<file path="config.mk">
export PLATFORM = sky130hd
export DESIGN_NAME = rapidio_maintenance_csrs
export DESIGN_NICKNAME = d
export VERILOG_FILES = /design/src/core/rio_csr_pkg.sv /design/src/core/rapidio_maintenance_csrs.sv
export VERILOG_INCLUDE_DIRS = /design/src /design/src/core
export SDC_FILE = /design/constraint.sdc
export NUM_CORES = 1
export LEC_CHECK = 0
export ABC_CLOCK_PERIOD_IN_PS = 3880
export BUFFER_PORTS_ARGS = -buffer_cell sky130_fd_sc_hd__buf_2
export CELL_PAD_IN_SITES_DETAIL_PLACEMENT = 0
export CELL_PAD_IN_SITES_GLOBAL_PLACEMENT = 1
export CORE_ASPECT_RATIO = 2
export CORE_MARGIN = 2
export CORE_UTILIZATION = 42
export DETAILED_ROUTE_END_ITERATION = 8
export PLACE_DENSITY = 0.84
export SYNTH_ARGS = -nofsm -noshare
export SYNTH_HDL_FRONTEND = slang
export SYNTH_SLANG_ARGS = --single-unit
</file>
<file path="constraint.sdc">
create_clock -name i_clk -period 3.88 [get_ports i_clk]
set_input_delay 1.164 -clock i_clk [delete_from_list [all_inputs] [get_ports i_clk]]
set_output_delay 1.164 -clock i_clk [all_outputs]
set_load 0.05 [all_outputs]
</file>
<file path="src/core/rio_csr_map.svh">
// Offsets, field positions, reset values and timing counts of the
// maintenance register bank.
// Assumes a 10 MHz core clock and word aligned byte offsets.
//
// Operation
// - Reserved bits are read-only and always read back as zero.
// - Target capability flags are read-only bits 13-10, 8-4 and 2-0.
// - Address width code 001b, 010b or 100b selects 34, 50, 66 bits.
// - Upper base register is read-only, zero reset, fields masked by mode.
// - Lower base register read-only; bit 31 reserved in 34-bit mode.
// - Ident holds small ID in 23:16 and large ID in 15:0.
// - Host ID field 15:0 resets to FFFFh and locks once written.
// - Component label is plain 32-bit storage with no hardware effect.
// - Port block header is fixed: next pointer high, type code low.
// - Link timeout field 31:8 counts 205 ns steps; zero disables. The code rounds each step up to 3 clocks, 300 ns.
// - Response timeout is 15 times prescale plus one times field.
// - Response prescale comes from the peripheral settings register.
// - Role bit 31 set marks host, clear marks agent.
// - With request permission bit 30 clear, no request is issued.
// - Bit 29 records that the configuring host found this device.
`ifndef RIO_CSR_MAP_SVH
`define RIO_CSR_MAP_SVH

// ----------------------------------------------------------------
// Register offsets
// ----------------------------------------------------------------
`define OFS_FEATURE_CAPS     16'h1010
`define OFS_TARGET_OPS_CAPS  16'h101C
`define OFS_ADDR_WIDTH_CTL   16'h104C
`define OFS_CFG_BASE_UPPER   16'h1058
`define OFS_CFG_BASE_LOWER   16'h105C
`define OFS_OWN_DEVICE_IDENT 16'h1060
`define OFS_HOST_IDENT_LOCK  16'h1068
`define OFS_COMPONENT_LABEL  16'h106C
`define OFS_PORT_BLOCK_HDR   16'h1100
`define OFS_LINK_TIMEOUT     16'h1120
`define OFS_RESP_TIMEOUT     16'h1124
`define OFS_PORT_ROLE_CTL    16'h113C

// ----------------------------------------------------------------
// Field values and masks
// ----------------------------------------------------------------
`define CAPS_VALID_MASK      32'h00003DF7
`define AW_34                3'h1
`define AW_50                3'h2
`define AW_66                3'h4
`define UPPER_66_MASK        31'h7FFF8000
`define UPPER_50_MASK        31'h00007FFF
`define LOWER_BIT35          31
`define FEAT_LARGE_BIT       4
`define ROLE_HOST_BIT        31
`define ROLE_MASTER_BIT      30
`define ROLE_FOUND_BIT       29
`define HOST_UNLOCKED        16'hFFFF

// ----------------------------------------------------------------
// Reset values
// ----------------------------------------------------------------
`define RST_FEATURE_CAPS     32'h20000009
`define RST_ADDR_WIDTH       3'h1
`define RST_IDENT            24'hFFFFFF
`define RST_TIMEOUT          24'hFFFFFF
`define RST_ROLE             3'h0

// ----------------------------------------------------------------
// Timing
// ----------------------------------------------------------------
`define CLK_PERIOD_NS        100
`define LINK_STEP_NS         205
`define LINK_STEP_CYC        ((`LINK_STEP_NS+`CLK_PERIOD_NS-1)/`CLK_PERIOD_NS)
`define RESP_STEP_MULT       15

`endif

</file>
<file path="src/core/rio_csr_pkg.sv">
// Types shared by the maintenance register bank.
// Assumes nothing of its surroundings.
package rio_csr_pkg;

  // Register bus request
  typedef struct packed {
    logic [15:0] addr;
    logic [31:0] wdata;
    logic        wr;
    logic        rd;
  } csr_req_t;

  // Timer start and stop events
  typedef struct packed {
    logic start;
    logic stop;
  } tmr_evt_t;

  // Timer state
  typedef enum logic {
    TMR_IDLE,
    TMR_RUN
  } tmr_state_t;

endpackage

</file>
<file path="src/core/rapidio_maintenance_csrs.sv">
// Maintenance register bank with link and response timers.
// Assumes a same-clock register master and same-clock timer events.
//
// The implementer's own choice: the strobed register port.
`timescale 1ns/1ns
`include "rio_csr_map.svh"
`default_nettype none

module rapidio_maintenance_csrs #(
  parameter logic [31:0] CAPS        = 32'h00003DF4,
  parameter logic [31:0] FEAT        = `RST_FEATURE_CAPS,
  parameter logic [30:0] CFG_BASE_HI = 31'h00000000,
  parameter logic [31:0] CFG_BASE_LO = 32'h00000000,
  parameter logic [15:0] NEXT_PTR    = 16'h0000,
  parameter logic [15:0] BLOCK_TYPE  = 16'h0001
) (
  // Clock and reset
  input  wire logic                  i_clk,
  input  wire logic                  i_resetn,
  // Register bus
  input  wire rio_csr_pkg::csr_req_t i_bus,
  output logic [31:0]                o_rdata,
  // Peripheral settings prescale
  input  wire logic [3:0]            i_prescale,
  // Timer events, index 0 link, 1 response
  input  wire rio_csr_pkg::tmr_evt_t i_tmr_link,
  input  wire rio_csr_pkg::tmr_evt_t i_tmr_resp,
  output logic                       o_link_expired,
  output logic                       o_resp_expired,
  // Request gating
  input  wire logic                  i_req,
  output logic                       o_req_grant,
  // Control state
  output logic                       o_host,
  output logic                       o_master_en,
  output logic                       o_discovered,
  output logic [2:0]                 o_addr_mode,
  output logic [7:0]                 o_small_id,
  output logic [15:0]                o_large_id,
  output logic                       o_large_id_valid,
  output logic [15:0]                o_host_id,
  output logic                       o_host_locked
);

  // ----------------------------------------------------------------
  // Storage
  // ----------------------------------------------------------------
  logic [2:0]  aw_ff;
  logic [23:0] ident_ff;
  logic [15:0] host_ff;
  logic [31:0] label_ff;
  logic [23:0] link_to_ff;
  logic [23:0] resp_to_ff;
  logic [2:0]  role_ff;
  logic [31:0] rdata_ff;
  logic [31:0] nxt_rdata;
  logic        grant_ff;
  logic        large_ok_ff;
  logic        locked_ff;

  // ----------------------------------------------------------------
  // Write decode
  // ----------------------------------------------------------------
  logic wr_aw;
  logic wr_ident;
  logic wr_host;
  logic wr_label;
  logic wr_link;
  logic wr_resp;
  logic wr_role;

  assign wr_aw    = i_bus.wr && (i_bus.addr == `OFS_ADDR_WIDTH_CTL);
  assign wr_ident = i_bus.wr && (i_bus.addr == `OFS_OWN_DEVICE_IDENT);
  assign wr_host  = i_bus.wr && (i_bus.addr == `OFS_HOST_IDENT_LOCK);
  assign wr_label = i_bus.wr && (i_bus.addr == `OFS_COMPONENT_LABEL);
  assign wr_link  = i_bus.wr && (i_bus.addr == `OFS_LINK_TIMEOUT);
  assign wr_resp  = i_bus.wr && (i_bus.addr == `OFS_RESP_TIMEOUT);
  assign wr_role  = i_bus.wr && (i_bus.addr == `OFS_PORT_ROLE_CTL);

  // ----------------------------------------------------------------
  // Address width control
  // ----------------------------------------------------------------
  always_ff @(posedge i_clk or negedge i_resetn) begin
    if (!i_resetn) begin
      aw_ff <= `RST_ADDR_WIDTH;
    end else if (wr_aw) begin
      if (i_bus.wdata[2:0] == `AW_34 ||
          i_bus.wdata[2:0] == `AW_50 ||
          i_bus.wdata[2:0] == `AW_66) begin
        aw_ff <= i_bus.wdata[2:0];
      end
    end
  end

  // ----------------------------------------------------------------
  // Device identifiers
  // ----------------------------------------------------------------
  always_ff @(posedge i_clk or negedge i_resetn) begin
    if (!i_resetn) begin
      ident_ff <= `RST_IDENT;
    end else if (wr_ident) begin
      ident_ff <= i_bus.wdata[23:0];
    end
  end

  always_ff @(posedge i_clk or negedge i_resetn) begin
    if (!i_resetn) begin
      large_ok_ff <= 1'b0;
    end else begin
      large_ok_ff <= FEAT[`FEAT_LARGE_BIT];
    end
  end

  // ----------------------------------------------------------------
  // Host identifier lock
  // ----------------------------------------------------------------
  always_ff @(posedge i_clk or negedge i_resetn) begin
    if (!i_resetn) begin
      host_ff <= `HOST_UNLOCKED;
    end else if (wr_host) begin
      if (host_ff == `HOST_UNLOCKED) begin
        host_ff <= i_bus.wdata[15:0];
      end else if (i_bus.wdata[15:0] == host_ff) begin
        host_ff <= `HOST_UNLOCKED;
      end
    end
  end

  always_ff @(posedge i_clk or negedge i_resetn) begin
    if (!i_resetn) begin
      locked_ff <= 1'b0;
    end else if (wr_host) begin
      if (host_ff == `HOST_UNLOCKED) begin
        locked_ff <= (i_bus.wdata[15:0] != `HOST_UNLOCKED);
      end else if (i_bus.wdata[15:0] == host_ff) begin
        locked_ff <= 1'b0;
      end
    end
  end

  // ----------------------------------------------------------------
  // Component label
  // ----------------------------------------------------------------
  always_ff @(posedge i_clk or negedge i_resetn) begin
    if (!i_resetn) begin
      label_ff <= 32'h00000000;
    end else if (wr_label) begin
      label_ff <= i_bus.wdata;
    end
  end

  // ----------------------------------------------------------------
  // Timeout controls
  // ----------------------------------------------------------------
  always_ff @(posedge i_clk or negedge i_resetn) begin
    if (!i_resetn) begin
      link_to_ff <= `RST_TIMEOUT;
    end else if (wr_link) begin
      link_to_ff <= i_bus.wdata[31:8];
    end
  end

  always_ff @(posedge i_clk or negedge i_resetn) begin
    if (!i_resetn) begin
      resp_to_ff <= `RST_TIMEOUT;
    end else if (wr_resp) begin
      resp_to_ff <= i_bus.wdata[31:8];
    end
  end

  // ----------------------------------------------------------------
  // Port role control
  // ----------------------------------------------------------------
  always_ff @(posedge i_clk or negedge i_resetn) begin
    if (!i_resetn) begin
      role_ff <= `RST_ROLE;
    end else if (wr_role) begin
      role_ff[2] <= i_bus.wdata[`ROLE_HOST_BIT];
      role_ff[1] <= i_bus.wdata[`ROLE_MASTER_BIT];
      role_ff[0] <= i_bus.wdata[`ROLE_FOUND_BIT];
    end
  end

  // Requests pass only with permission
  always_ff @(posedge i_clk or negedge i_resetn) begin
    if (!i_resetn) begin
      grant_ff <= 1'b0;
    end else begin
      grant_ff <= i_req && role_ff[1];
    end
  end

  // ----------------------------------------------------------------
  // Read multiplexer
  // ----------------------------------------------------------------
  logic [30:0] upper_mask;
  logic        lower_top_ok;

  always_comb begin
    upper_mask = 31'h00000000;
    if (aw_ff == `AW_66) begin
      upper_mask = `UPPER_66_MASK | `UPPER_50_MASK;
    end else if (aw_ff == `AW_50) begin
      upper_mask = `UPPER_50_MASK;
    end
  end

  assign lower_top_ok = (aw_ff != `AW_34);

  always_comb begin
    nxt_rdata = 32'h00000000;
    if (i_bus.rd) begin
      unique case (i_bus.addr)
        `OFS_FEATURE_CAPS: begin
          nxt_rdata = FEAT;
        end
        `OFS_TARGET_OPS_CAPS: begin
          nxt_rdata = CAPS & `CAPS_VALID_MASK;
        end
        `OFS_ADDR_WIDTH_CTL: begin
          nxt_rdata = {29'h00000000, aw_ff};
        end
        `OFS_CFG_BASE_UPPER: begin
          nxt_rdata = {1'b0, CFG_BASE_HI & upper_mask};
        end
        `OFS_CFG_BASE_LOWER: begin
          nxt_rdata = CFG_BASE_LO;
          nxt_rdata[`LOWER_BIT35] = CFG_BASE_LO[`LOWER_BIT35]
                                    & lower_top_ok;
        end
        `OFS_OWN_DEVICE_IDENT: begin
          nxt_rdata = {8'h00, ident_ff};
        end
        `OFS_HOST_IDENT_LOCK: begin
          nxt_rdata = {16'h0000, host_ff};
        end
        `OFS_COMPONENT_LABEL: begin
          nxt_rdata = label_ff;
        end
        `OFS_PORT_BLOCK_HDR: begin
          nxt_rdata = {NEXT_PTR, BLOCK_TYPE};
        end
        `OFS_LINK_TIMEOUT: begin
          nxt_rdata = {link_to_ff, 8'h00};
        end
        `OFS_RESP_TIMEOUT: begin
          nxt_rdata = {resp_to_ff, 8'h00};
        end
        `OFS_PORT_ROLE_CTL: begin
          nxt_rdata = {role_ff, 29'h00000000};
        end
        default: begin
          nxt_rdata = 32'h00000000;
        end
      endcase
    end
  end

  always_ff @(posedge i_clk or negedge i_resetn) begin
    if (!i_resetn) begin
      rdata_ff <= 32'h00000000;
    end else begin
      rdata_ff <= nxt_rdata;
    end
  end

  // ----------------------------------------------------------------
  // Timers
  // ----------------------------------------------------------------
  localparam logic [7:0] LINK_LIMIT = 8'(`LINK_STEP_CYC - 1);

  logic [7:0]              resp_limit;
  logic [7:0]              step_limit [2];
  logic [23:0]             tmr_value  [2];
  rio_csr_pkg::tmr_evt_t   tmr_evt    [2];
  rio_csr_pkg::tmr_state_t st_ff      [2];
  logic [7:0]              pre_ff     [2];
  logic [23:0]             tk_ff      [2];
  logic                    exp_ff     [2];

  // Response step from peripheral settings prescale
  assign resp_limit = 8'(`RESP_STEP_MULT * ({4'h0, i_prescale} + 8'h01))
                      - 8'h01;

  assign step_limit[0] = LINK_LIMIT;
  assign step_limit[1] = resp_limit;
  assign tmr_value[0]  = link_to_ff;
  assign tmr_value[1]  = resp_to_ff;
  assign tmr_evt[0]    = i_tmr_link;
  assign tmr_evt[1]    = i_tmr_resp;

  for (genvar g = 0; g < 2; g++) begin : g_tmr
    always_ff @(posedge i_clk or negedge i_resetn) begin
      if (!i_resetn) begin
        st_ff[g]  <= rio_csr_pkg::TMR_IDLE;
        pre_ff[g] <= 8'h00;
        tk_ff[g]  <= 24'h000000;
        exp_ff[g] <= 1'b0;
      end else begin
        exp_ff[g] <= 1'b0;
        unique case (st_ff[g])
          rio_csr_pkg::TMR_IDLE: begin
            if (tmr_evt[g].start && tmr_value[g] != 24'h000000) begin
              st_ff[g]  <= rio_csr_pkg::TMR_RUN;
              pre_ff[g] <= 8'h00;
              tk_ff[g]  <= 24'h000000;
            end
          end
          rio_csr_pkg::TMR_RUN: begin
            if (tmr_evt[g].stop || tmr_value[g] == 24'h000000) begin
              st_ff[g] <= rio_csr_pkg::TMR_IDLE;
            end else if (tmr_evt[g].start) begin
              pre_ff[g] <= 8'h00;
              tk_ff[g]  <= 24'h000000;
            end else if (pre_ff[g] >= step_limit[g]) begin
              pre_ff[g] <= 8'h00;
              if (tk_ff[g] + 24'h000001 >= tmr_value[g]) begin
                exp_ff[g] <= 1'b1;
                st_ff[g]  <= rio_csr_pkg::TMR_IDLE;
              end else begin
                tk_ff[g] <= tk_ff[g] + 24'h000001;
              end
            end else begin
              pre_ff[g] <= pre_ff[g] + 8'h01;
            end
          end
        endcase
      end
    end
  end

  // ----------------------------------------------------------------
  // Outputs
  // ----------------------------------------------------------------
  assign o_rdata          = rdata_ff;
  assign o_link_expired   = exp_ff[0];
  assign o_resp_expired   = exp_ff[1];
  assign o_req_grant      = grant_ff;
  assign o_host           = role_ff[2];
  assign o_master_en      = role_ff[1];
  assign o_discovered     = role_ff[0];
  assign o_addr_mode      = aw_ff;
  assign o_small_id       = ident_ff[23:16];
  assign o_large_id       = ident_ff[15:0];
  assign o_large_id_valid = large_ok_ff;
  assign o_host_id        = host_ff;
  assign o_host_locked    = locked_ff;

  // ----------------------------------------------------------------
  // Assertions
  // ----------------------------------------------------------------
  a_reserved_zero: assert property (
    @(posedge i_clk) disable iff (!i_resetn)
    i_bus.rd && i_bus.addr == `OFS_HOST_IDENT_LOCK
    |=> o_rdata[31:16] == 16'h0000)
    else $error("Reserved host lock bits read nonzero");

  a_caps_fixed: assert property (
    @(posedge i_clk) disable iff (!i_resetn)
    i_bus.rd && i_bus.addr == `OFS_TARGET_OPS_CAPS
    |=> o_rdata == (CAPS & `CAPS_VALID_MASK))
    else $error("Capability read wrong");

  a_addr_mode_legal: assert property (
    @(posedge i_clk) disable iff (!i_resetn)
    o_addr_mode == `AW_34 || o_addr_mode == `AW_50 ||
    o_addr_mode == `AW_66)
    else $error("Address width code illegal");

  a_upper_mode_mask: assert property (
    @(posedge i_clk) disable iff (!i_resetn)
    i_bus.rd && i_bus.addr == `OFS_CFG_BASE_UPPER && aw_ff != `AW_66
    |=> o_rdata[31:15] == 17'h00000)
    else $error("Upper base field visible outside 66-bit mode");

  a_lower_top_bit: assert property (
    @(posedge i_clk) disable iff (!i_resetn)
    i_bus.rd && i_bus.addr == `OFS_CFG_BASE_LOWER && aw_ff == `AW_34
    |=> !o_rdata[31])
    else $error("Lower base bit 31 set in 34-bit mode");

  a_ident_write: assert property (
    @(posedge i_clk) disable iff (!i_resetn)
    wr_ident |=> o_small_id == $past(i_bus.wdata[23:16]) &&
                 o_large_id == $past(i_bus.wdata[15:0]))
    else $error("Ident write not stored");

  a_host_lock_hold: assert property (
    @(posedge i_clk) disable iff (!i_resetn)
    wr_host && host_ff != `HOST_UNLOCKED &&
    i_bus.wdata[15:0] != host_ff |=> $stable(o_host_id))
    else $error("Locked host ID changed");

  a_host_unlock: assert property (
    @(posedge i_clk) disable iff (!i_resetn)
    wr_host && host_ff != `HOST_UNLOCKED &&
    i_bus.wdata[15:0] == host_ff |=> o_host_id == `HOST_UNLOCKED)
    else $error("Host lock not released");

  a_header_fixed: assert property (
    @(posedge i_clk) disable iff (!i_resetn)
    i_bus.rd && i_bus.addr == `OFS_PORT_BLOCK_HDR
    |=> o_rdata == {NEXT_PTR, BLOCK_TYPE})
    else $error("Block header read wrong");

  a_link_disabled: assert property (
    @(posedge i_clk) disable iff (!i_resetn)
    link_to_ff == 24'h000000 && $past(link_to_ff) == 24'h000000
    |-> !o_link_expired)
    else $error("Disabled link timer expired");

  a_role_write: assert property (
    @(posedge i_clk) disable iff (!i_resetn)
    wr_role |=> o_host == $past(i_bus.wdata[31]) &&
                o_discovered == $past(i_bus.wdata[29]))
    else $error("Role bits not stored");

  a_req_gate: assert property (
    @(posedge i_clk) disable iff (!i_resetn)
    !o_master_en && !wr_role |=> !o_req_grant)
    else $error("Request granted without permission");

endmodule

`default_nettype wire

</file>
Word level (Yosys, flattened, before mapping)
Cells that the tools add are included.

Memory bits (writable): 0. Register bits: 228. Word-level logic and storage cells: 130. Memories: 0. Memory bits (read-only): 0. Input port bits: 61. Latch bits: 0.

Shift-type cells: 0. Multipliers: 1. $lt $le $gt $ge: 4. Muxes and demuxes: 50. Add/subtract/negate cells: 6. Bitwise logic cells: 2. Div/mod/pow operators: 0. Reduce and logical (&&, ||, !) cells: 25. Eq/ne operators: 24.

Operators with widths (number): $pmux W32 S10 (1); $mux W24 (10); $eq A16 B13 Y1 const B (10); $pmux W24 S2 (2); $mux W8 (8); $add A24 B1 Y24 const B (2); $ge A24 B24 Y1 (2); $logic_not A24 Y1 (2); $reduce_bool A24 Y1 (2); $mux W16 (2); $mux W32 (1); $pmux W8 S2 (2); $mux W1 (22); $add A8 B1 Y8 const B (2); $eq A16 B16 Y1 (1); $eq A16 B16 Y1 const B (1); $ne A16 B16 Y1 const B (1); $logic_and A1 B1 Y1 (10); $ge A8 B2 Y1 const B (1); $ge A8 B8 Y1 (1); $mul A4 B5 Y8 const A (1); $ne A2 B2 Y1 const B (4); $reduce_and A2 Y1 (4); $reduce_and A4 Y1 (2); other kinds (11) (18).

Depth between registers and ports, before layout
Depth in word-level cells: 8. Mapped depth: 23. Mapped depth without buffers: 22.

Worst setup path after synthesis
OpenSTA, ideal clock, no wires.

Path type: input -> register. Start point: in i_prescale[0]. End point: reg tk_ff[5] (netlist name). Cell stages on the path: 22. Path slack: -1.948 ns. Buffers on the path: 0. Arrival time: 5.764 ns. Data required time: 3.816 ns. Setup time: 0.064 ns. Cell sequence: ha_1 -> xnor2_1 -> ha_1 -> inv_1 -> ha_1 -> xnor2_1 -> fa_1 -> inv_1 -> ha_1 -> a21oi_1 -> o21ai_0 -> a21o_1 -> a21oi_1 -> xnor2_1 -> ha_1 -> nand2_1 -> nor3_1 -> a21oi_1 -> nor4_2 -> nand2_1 -> nor3b_1 -> a21o_1.

Cells in the longest elaborated chain, start to end: 6.

Ends and longest elaborated chain: from (decl) (line rapidio_maintenance_csrs.sv:24) `input wire logic [3:0] i_prescale,`; $add A4 B1 Y5 (line rapidio_maintenance_csrs.sv:282) `` assign resp_limit = 8'(`RESP_STEP_MULT * ({4'h0, i_prescale} + 8'h01)) ``; $mul A4 B5 Y8 (no line); $sub A8 B1 Y8 (line rapidio_maintenance_csrs.sv:282); $ge A8 B8 Y1 (line rapidio_maintenance_csrs.sv:315) `end else if (pre_ff[g] >= step_limit[g]) begin`; $ne A3 B2 Y1 (no line); $reduce_and A4 Y1 (no line); to (signal, indexed assignment) (line rapidio_maintenance_csrs.sv:321) `tk_ff[g] <= tk_ff[g] + 24'h000001;`; to (decl) (line rapidio_maintenance_csrs.sv:278) `logic [23:0] tk_ff [2];`.

Every way passes these cells. A chain may end at the register's enable or synchronous reset.

Worst setup path after layout
Start point: in i_prescale[1]. End point: reg tk_ff[5] (netlist name).

Same word-level chain as after synthesis.

==> flow_summary_export.csv <==
group,metric,value,unit
outcome,outcome,"complete, but fails checks",
outcome,violations,"negative setup slack",
clock_network,clock_latency,0.52,ns
pwr,switching_share,25.3,%
sta,fmax,215,MHz
clock_network,cts_tree,"done",
floorplan,fp-row-count,90,
floorplan,core,0.0302,mm2
floorplan,die_h,251,um
cells_and_area,diodes,0,
min_path,hold_path_class,"flop to flop",
cells_and_area,area_growth,22.4,%
cells_and_area,n_fill_cell,2714,
synth,synthArstFlopShare,100,%
sta,slew_viol_final,0,
synth,synth_area_leaders,"dfrtp_1 27%, dfstp_2 18%, ha_1 7.3%",
synth,synth_ff_type,"dfrtp_1",
global_route,track_usage,22.8,%
pwr,ir_drop,0.257,mV
clock_network,path_clk_slew,0.07,ns
setup_path,end_kind,"flop",
sta,skew,0.0160,ns
floorplan,io_pins,144,
detailed_routing,wl_per_cell,20.1,um
clock_network,htree_levels,1,
setup_path,cpMostUsedCell,"ha_4",
setup_path,critPathBufInv,3,
sta,rsz0062_at_grt,"true",
place,place_ws,-1.45,ns
detailed_routing,ant_nets,0,
synth,synth-seq-cells,228,
floorplan,fp.dieW,128,um
setup_path,critical-path-max-stage-delay,0.50,ns
synth,synthMuxAreaShare,10.3,%
place,place.port_buffers,142,
detailed_routing,drt_wl_total,36500,um
setup_path,crit_fanout,8,
sta,final.min_clock_period,4.65,ns
global_route,antenna_found_initial,0,
setup_path,critPathLaunchType,"input port",
sta,fin_ws,-0.767,ns
setup_path,cp.required,4.35,ns
synth,synthAdderAreaFrac,7.77,%
synth,synth_cell_type_count,65,
sta,period_share,120,%
pwr,p_sw,1.30,mW
setup_path,ff2ff_setup_slack,0.12,ns
detailed_routing,num_vias,10400,
synth,ys_seq_area_share,45.3,%
synth,synth_edf_count,0,
sta,hold_violations,0,
place,dp_hpwl,27700,um
synth,syn_avg_cell_area,10.6,um2
synth,synth_top_family_by_area,"simple AND/OR/NAND/NOR gates",
cells_and_area,multi_input_area,0.00685,mm2
detailed_routing,drt_iter0_markers,583,
synth,synth_nets,1354,
place,gp_congestion,0.875,
setup_path,cp_slowest_cell,"fa_1",
setup_path,crit_path_cell_trace,"buf_12, ha_4, xnor2_4, ha_4, inv_4, ha_4, xnor2_2, fa_1, inv_2, ha_4, a21oi_2, o21ai_2, a21o_1, a21oi_2, xnor2_1, ha_1, nand2_2, nor3_4, a21oi_2, nor4_4, nand2_2, o21bai_1, a21o_1",
synth,synth_top_cell_area_share,27.1,%
synth,synth_area,0.0128,mm2
setup_path,reg2reg_from,"tk_ff[2]$_DFFE_PN0P_",
synth,synth-compound-area-share,13.9,%
clock_network,cts_hold_buf,0,
global_route,grt_max_degree,99,
pwr,p_int,3.83,mW
global_route,grt_pass1_vias,10900,
cells_and_area,regArea,0.00582,mm2
pwr,pwr-share-seq,46.8,%
clock_network,root_buffer,"clkbuf_16",
synth,synth_cells,1215,
setup_path,critPathKind,"input port to flop",
synth,synth_top_cell_by_area,"dfrtp_1",
clock_network,clock-sinks,228,
clock_network,cts_buffers,21,
pwr,comb_power_share,11.6,%
pwr,leakagePower,7.34,nW
synth,synth_simple_gate_area_share,13.9,%
sta,slew_headroom,44.9,%
cells_and_area,postLayoutCoreUtil,52.1,%
detailed_routing,drcViolationCount,0,
pwr,powerDensity,326,mW/mm2
synth,yosysWarningCount,0,
sta,setup_viol,34,
detailed_routing,firstDrtPassIters,6,
cells_and_area,layout.nets,1573,
setup_path,crit_arrival,5.12,ns
min_path,min_from,"o_host_locked$_DFFE_PN0P_",
cells_and_area,drive_gt1_share,36.5,%
sta,worstMarginPinSlew,0.818,ns
job,cap_violations,0,
global_route,grt_pass1_wl,58000,um
pwr,pwr-share-clk,41.6,%
global_route,grt-ovfl-total,0,
detailed_routing,via_per_inst,5.73,
setup_path,cp_top_family,"adder cells",
clock_network,max-clock-path-buffers,3,
floorplan,dieArea,0.0321,mm2
synth,synthXorXnorAreaFrac,5.04,%
floorplan,initial_utilization,42.6,%
setup_path,crit_start,"i_prescale[1]",
-- timing repair --
action	4_1_cts	5_1_grt
endpoints found under the setup margin	59	60
pin swaps	6	4
resized for setup	23	24
setup buffers	4	3
-- area by class of cell --
| cell class | instances | area share, % |
|---|---|---|
| Sequential cell | 228 | 37.0 |
| Timing Repair Buffer | 244 | 10.3 |
| Inverter | 74 | 1.78 |
| Clock buffer | 24 | 3.54 |
| Multi-Input combinational cell | 865 | 43.6 |
| Tap cell | 368 | 2.93 |
| Clock inverter | 14 | 0.875 |
-- cells by family after synthesis --
logic type,Yosys count
and+or+nand+nor,346
muxes,107
adders and majority gates,78
DFF,228
AOI/OAI and AO/OA,259
buffers and inverters,122
other,1
xor gates and xnor gates,74
-- registers in the layout, indices dropped and copies added (netlist names), 16 cells and up --
register,cells
ident_ff,24
label_ff,32
link_to_ff,24
o_host_id,16
o_rdata,32
pre_ff,16
resp_to_ff,24
tk_ff,48
-- routing by layer --
| layer | track usage [%] | vias up | routed length, um |
|---|---|---|---|
| met5 | 0 | - | 0 |
| met4 | 10.1 | 0 | 1450 |
| met2 | 43.1 | 285 | 20000 |
| met1 | 24.6 | 5180 | 13200 |
| met3 | 3.43 | 90 | 1820 |
| li1 | - | 4854 | - |
-- power by group through the flow --
stage	combinational (mW)	clock, mW	sequential, mW
6_report	0.594	2.13	2.40
5_1_grt	0.659	2.26	2.39
4_1_cts	0.592	2.18	2.39
3_5_place_dp	0.554	0	2.44
3_3_place_gp	0.534	0	2.44
2_1_floorplan	0.298	0	2.45
-- cell usage in the layout (no fill, tap or decap), types with 13 or more instances in the layout --
cell type	n
buf_4	91
a21oi_1	51
a22oi_1	19
ha_1	70
nor2b_1	21
and3_1	17
nor4_1	18
clkbuf_16	21
mux2_4	30
a222oi_1	15
dfstp_2	89
a21o_1	13
nand4_1	26
inv_1	71
a32o_1	16
nor2_1	39
nor3_1	15
o21ai_1	13
nand2_1	122
o21ai_0	36
xor2_1	18
mux2_2	77
nand3_1	27
a31oi_1	16
dfrtp_1	138
xnor2_1	50
a22o_1	13
buf_2	139
-- synthesized netlist by cell type (all sizes together), types with 4 or more instances --
cell and n:
nand2b 6, buf 9, or3 7, a211oi 5, nor4 24, and4 4
xnor2 56, mux2 107, nor2b 23, and2 9, dfrtp 139, a32o 16
a211o 4, a21o 13, o211ai 6, o21a 6, nor3b 6, a22oi 20
a221o 4, a22o 13, a221oi 7, xor2 18, and3 17, clkbuf 39
a222oi 15, o31ai 10, nand4 26, nor3 19, nand3 29, dfstp 89
nor2 39, o21ai 56, ha 75, a31oi 16, nand2 126, inv 74
a21oi 54
-- metrics by stage --
step	cells	cell area, um2	TNS, ns	hold slack [ns]	total power, mW
floorplan	1215	13000	-33.33	0.466	2.75
global placement	1772	14800	-42.06	0.472	2.97
detailed placement	1772	14800	-46.86	0.480	2.99
CTS	1814	15600	-23.32	0.495	5.16
global route	1817	15700	-29.97	0.522	5.32
finish	1817	15700	-23.49	0.489	5.12
-- path summary, 6_finish.rpt --
path                                              to  cells after the start
max                             tk_ff[5]$_DFFE_PN0P_                     23
min                        o_host_locked$_DFFE_PN0P_                      2
max reg2reg                     tk_ff[2]$_DFFE_PN0P_                     15
min reg2reg                o_host_locked$_DFFE_PN0P_                      2
max in group asynchronous   ident_ff[18]$_DFFE_PN1P_                      2
min in group asynchronous  o_host_locked$_DFFE_PN0P_                      1
-- tightest hold or removal path: cells and delay by family, from the launching register on --
kind / cells / cell delay (ns)
flops: 1 / 0.35
compound gates: 1 / 0.06
simple gates: 1 / 0.05
Note: power is estimated with default switching activity, not from simulation.
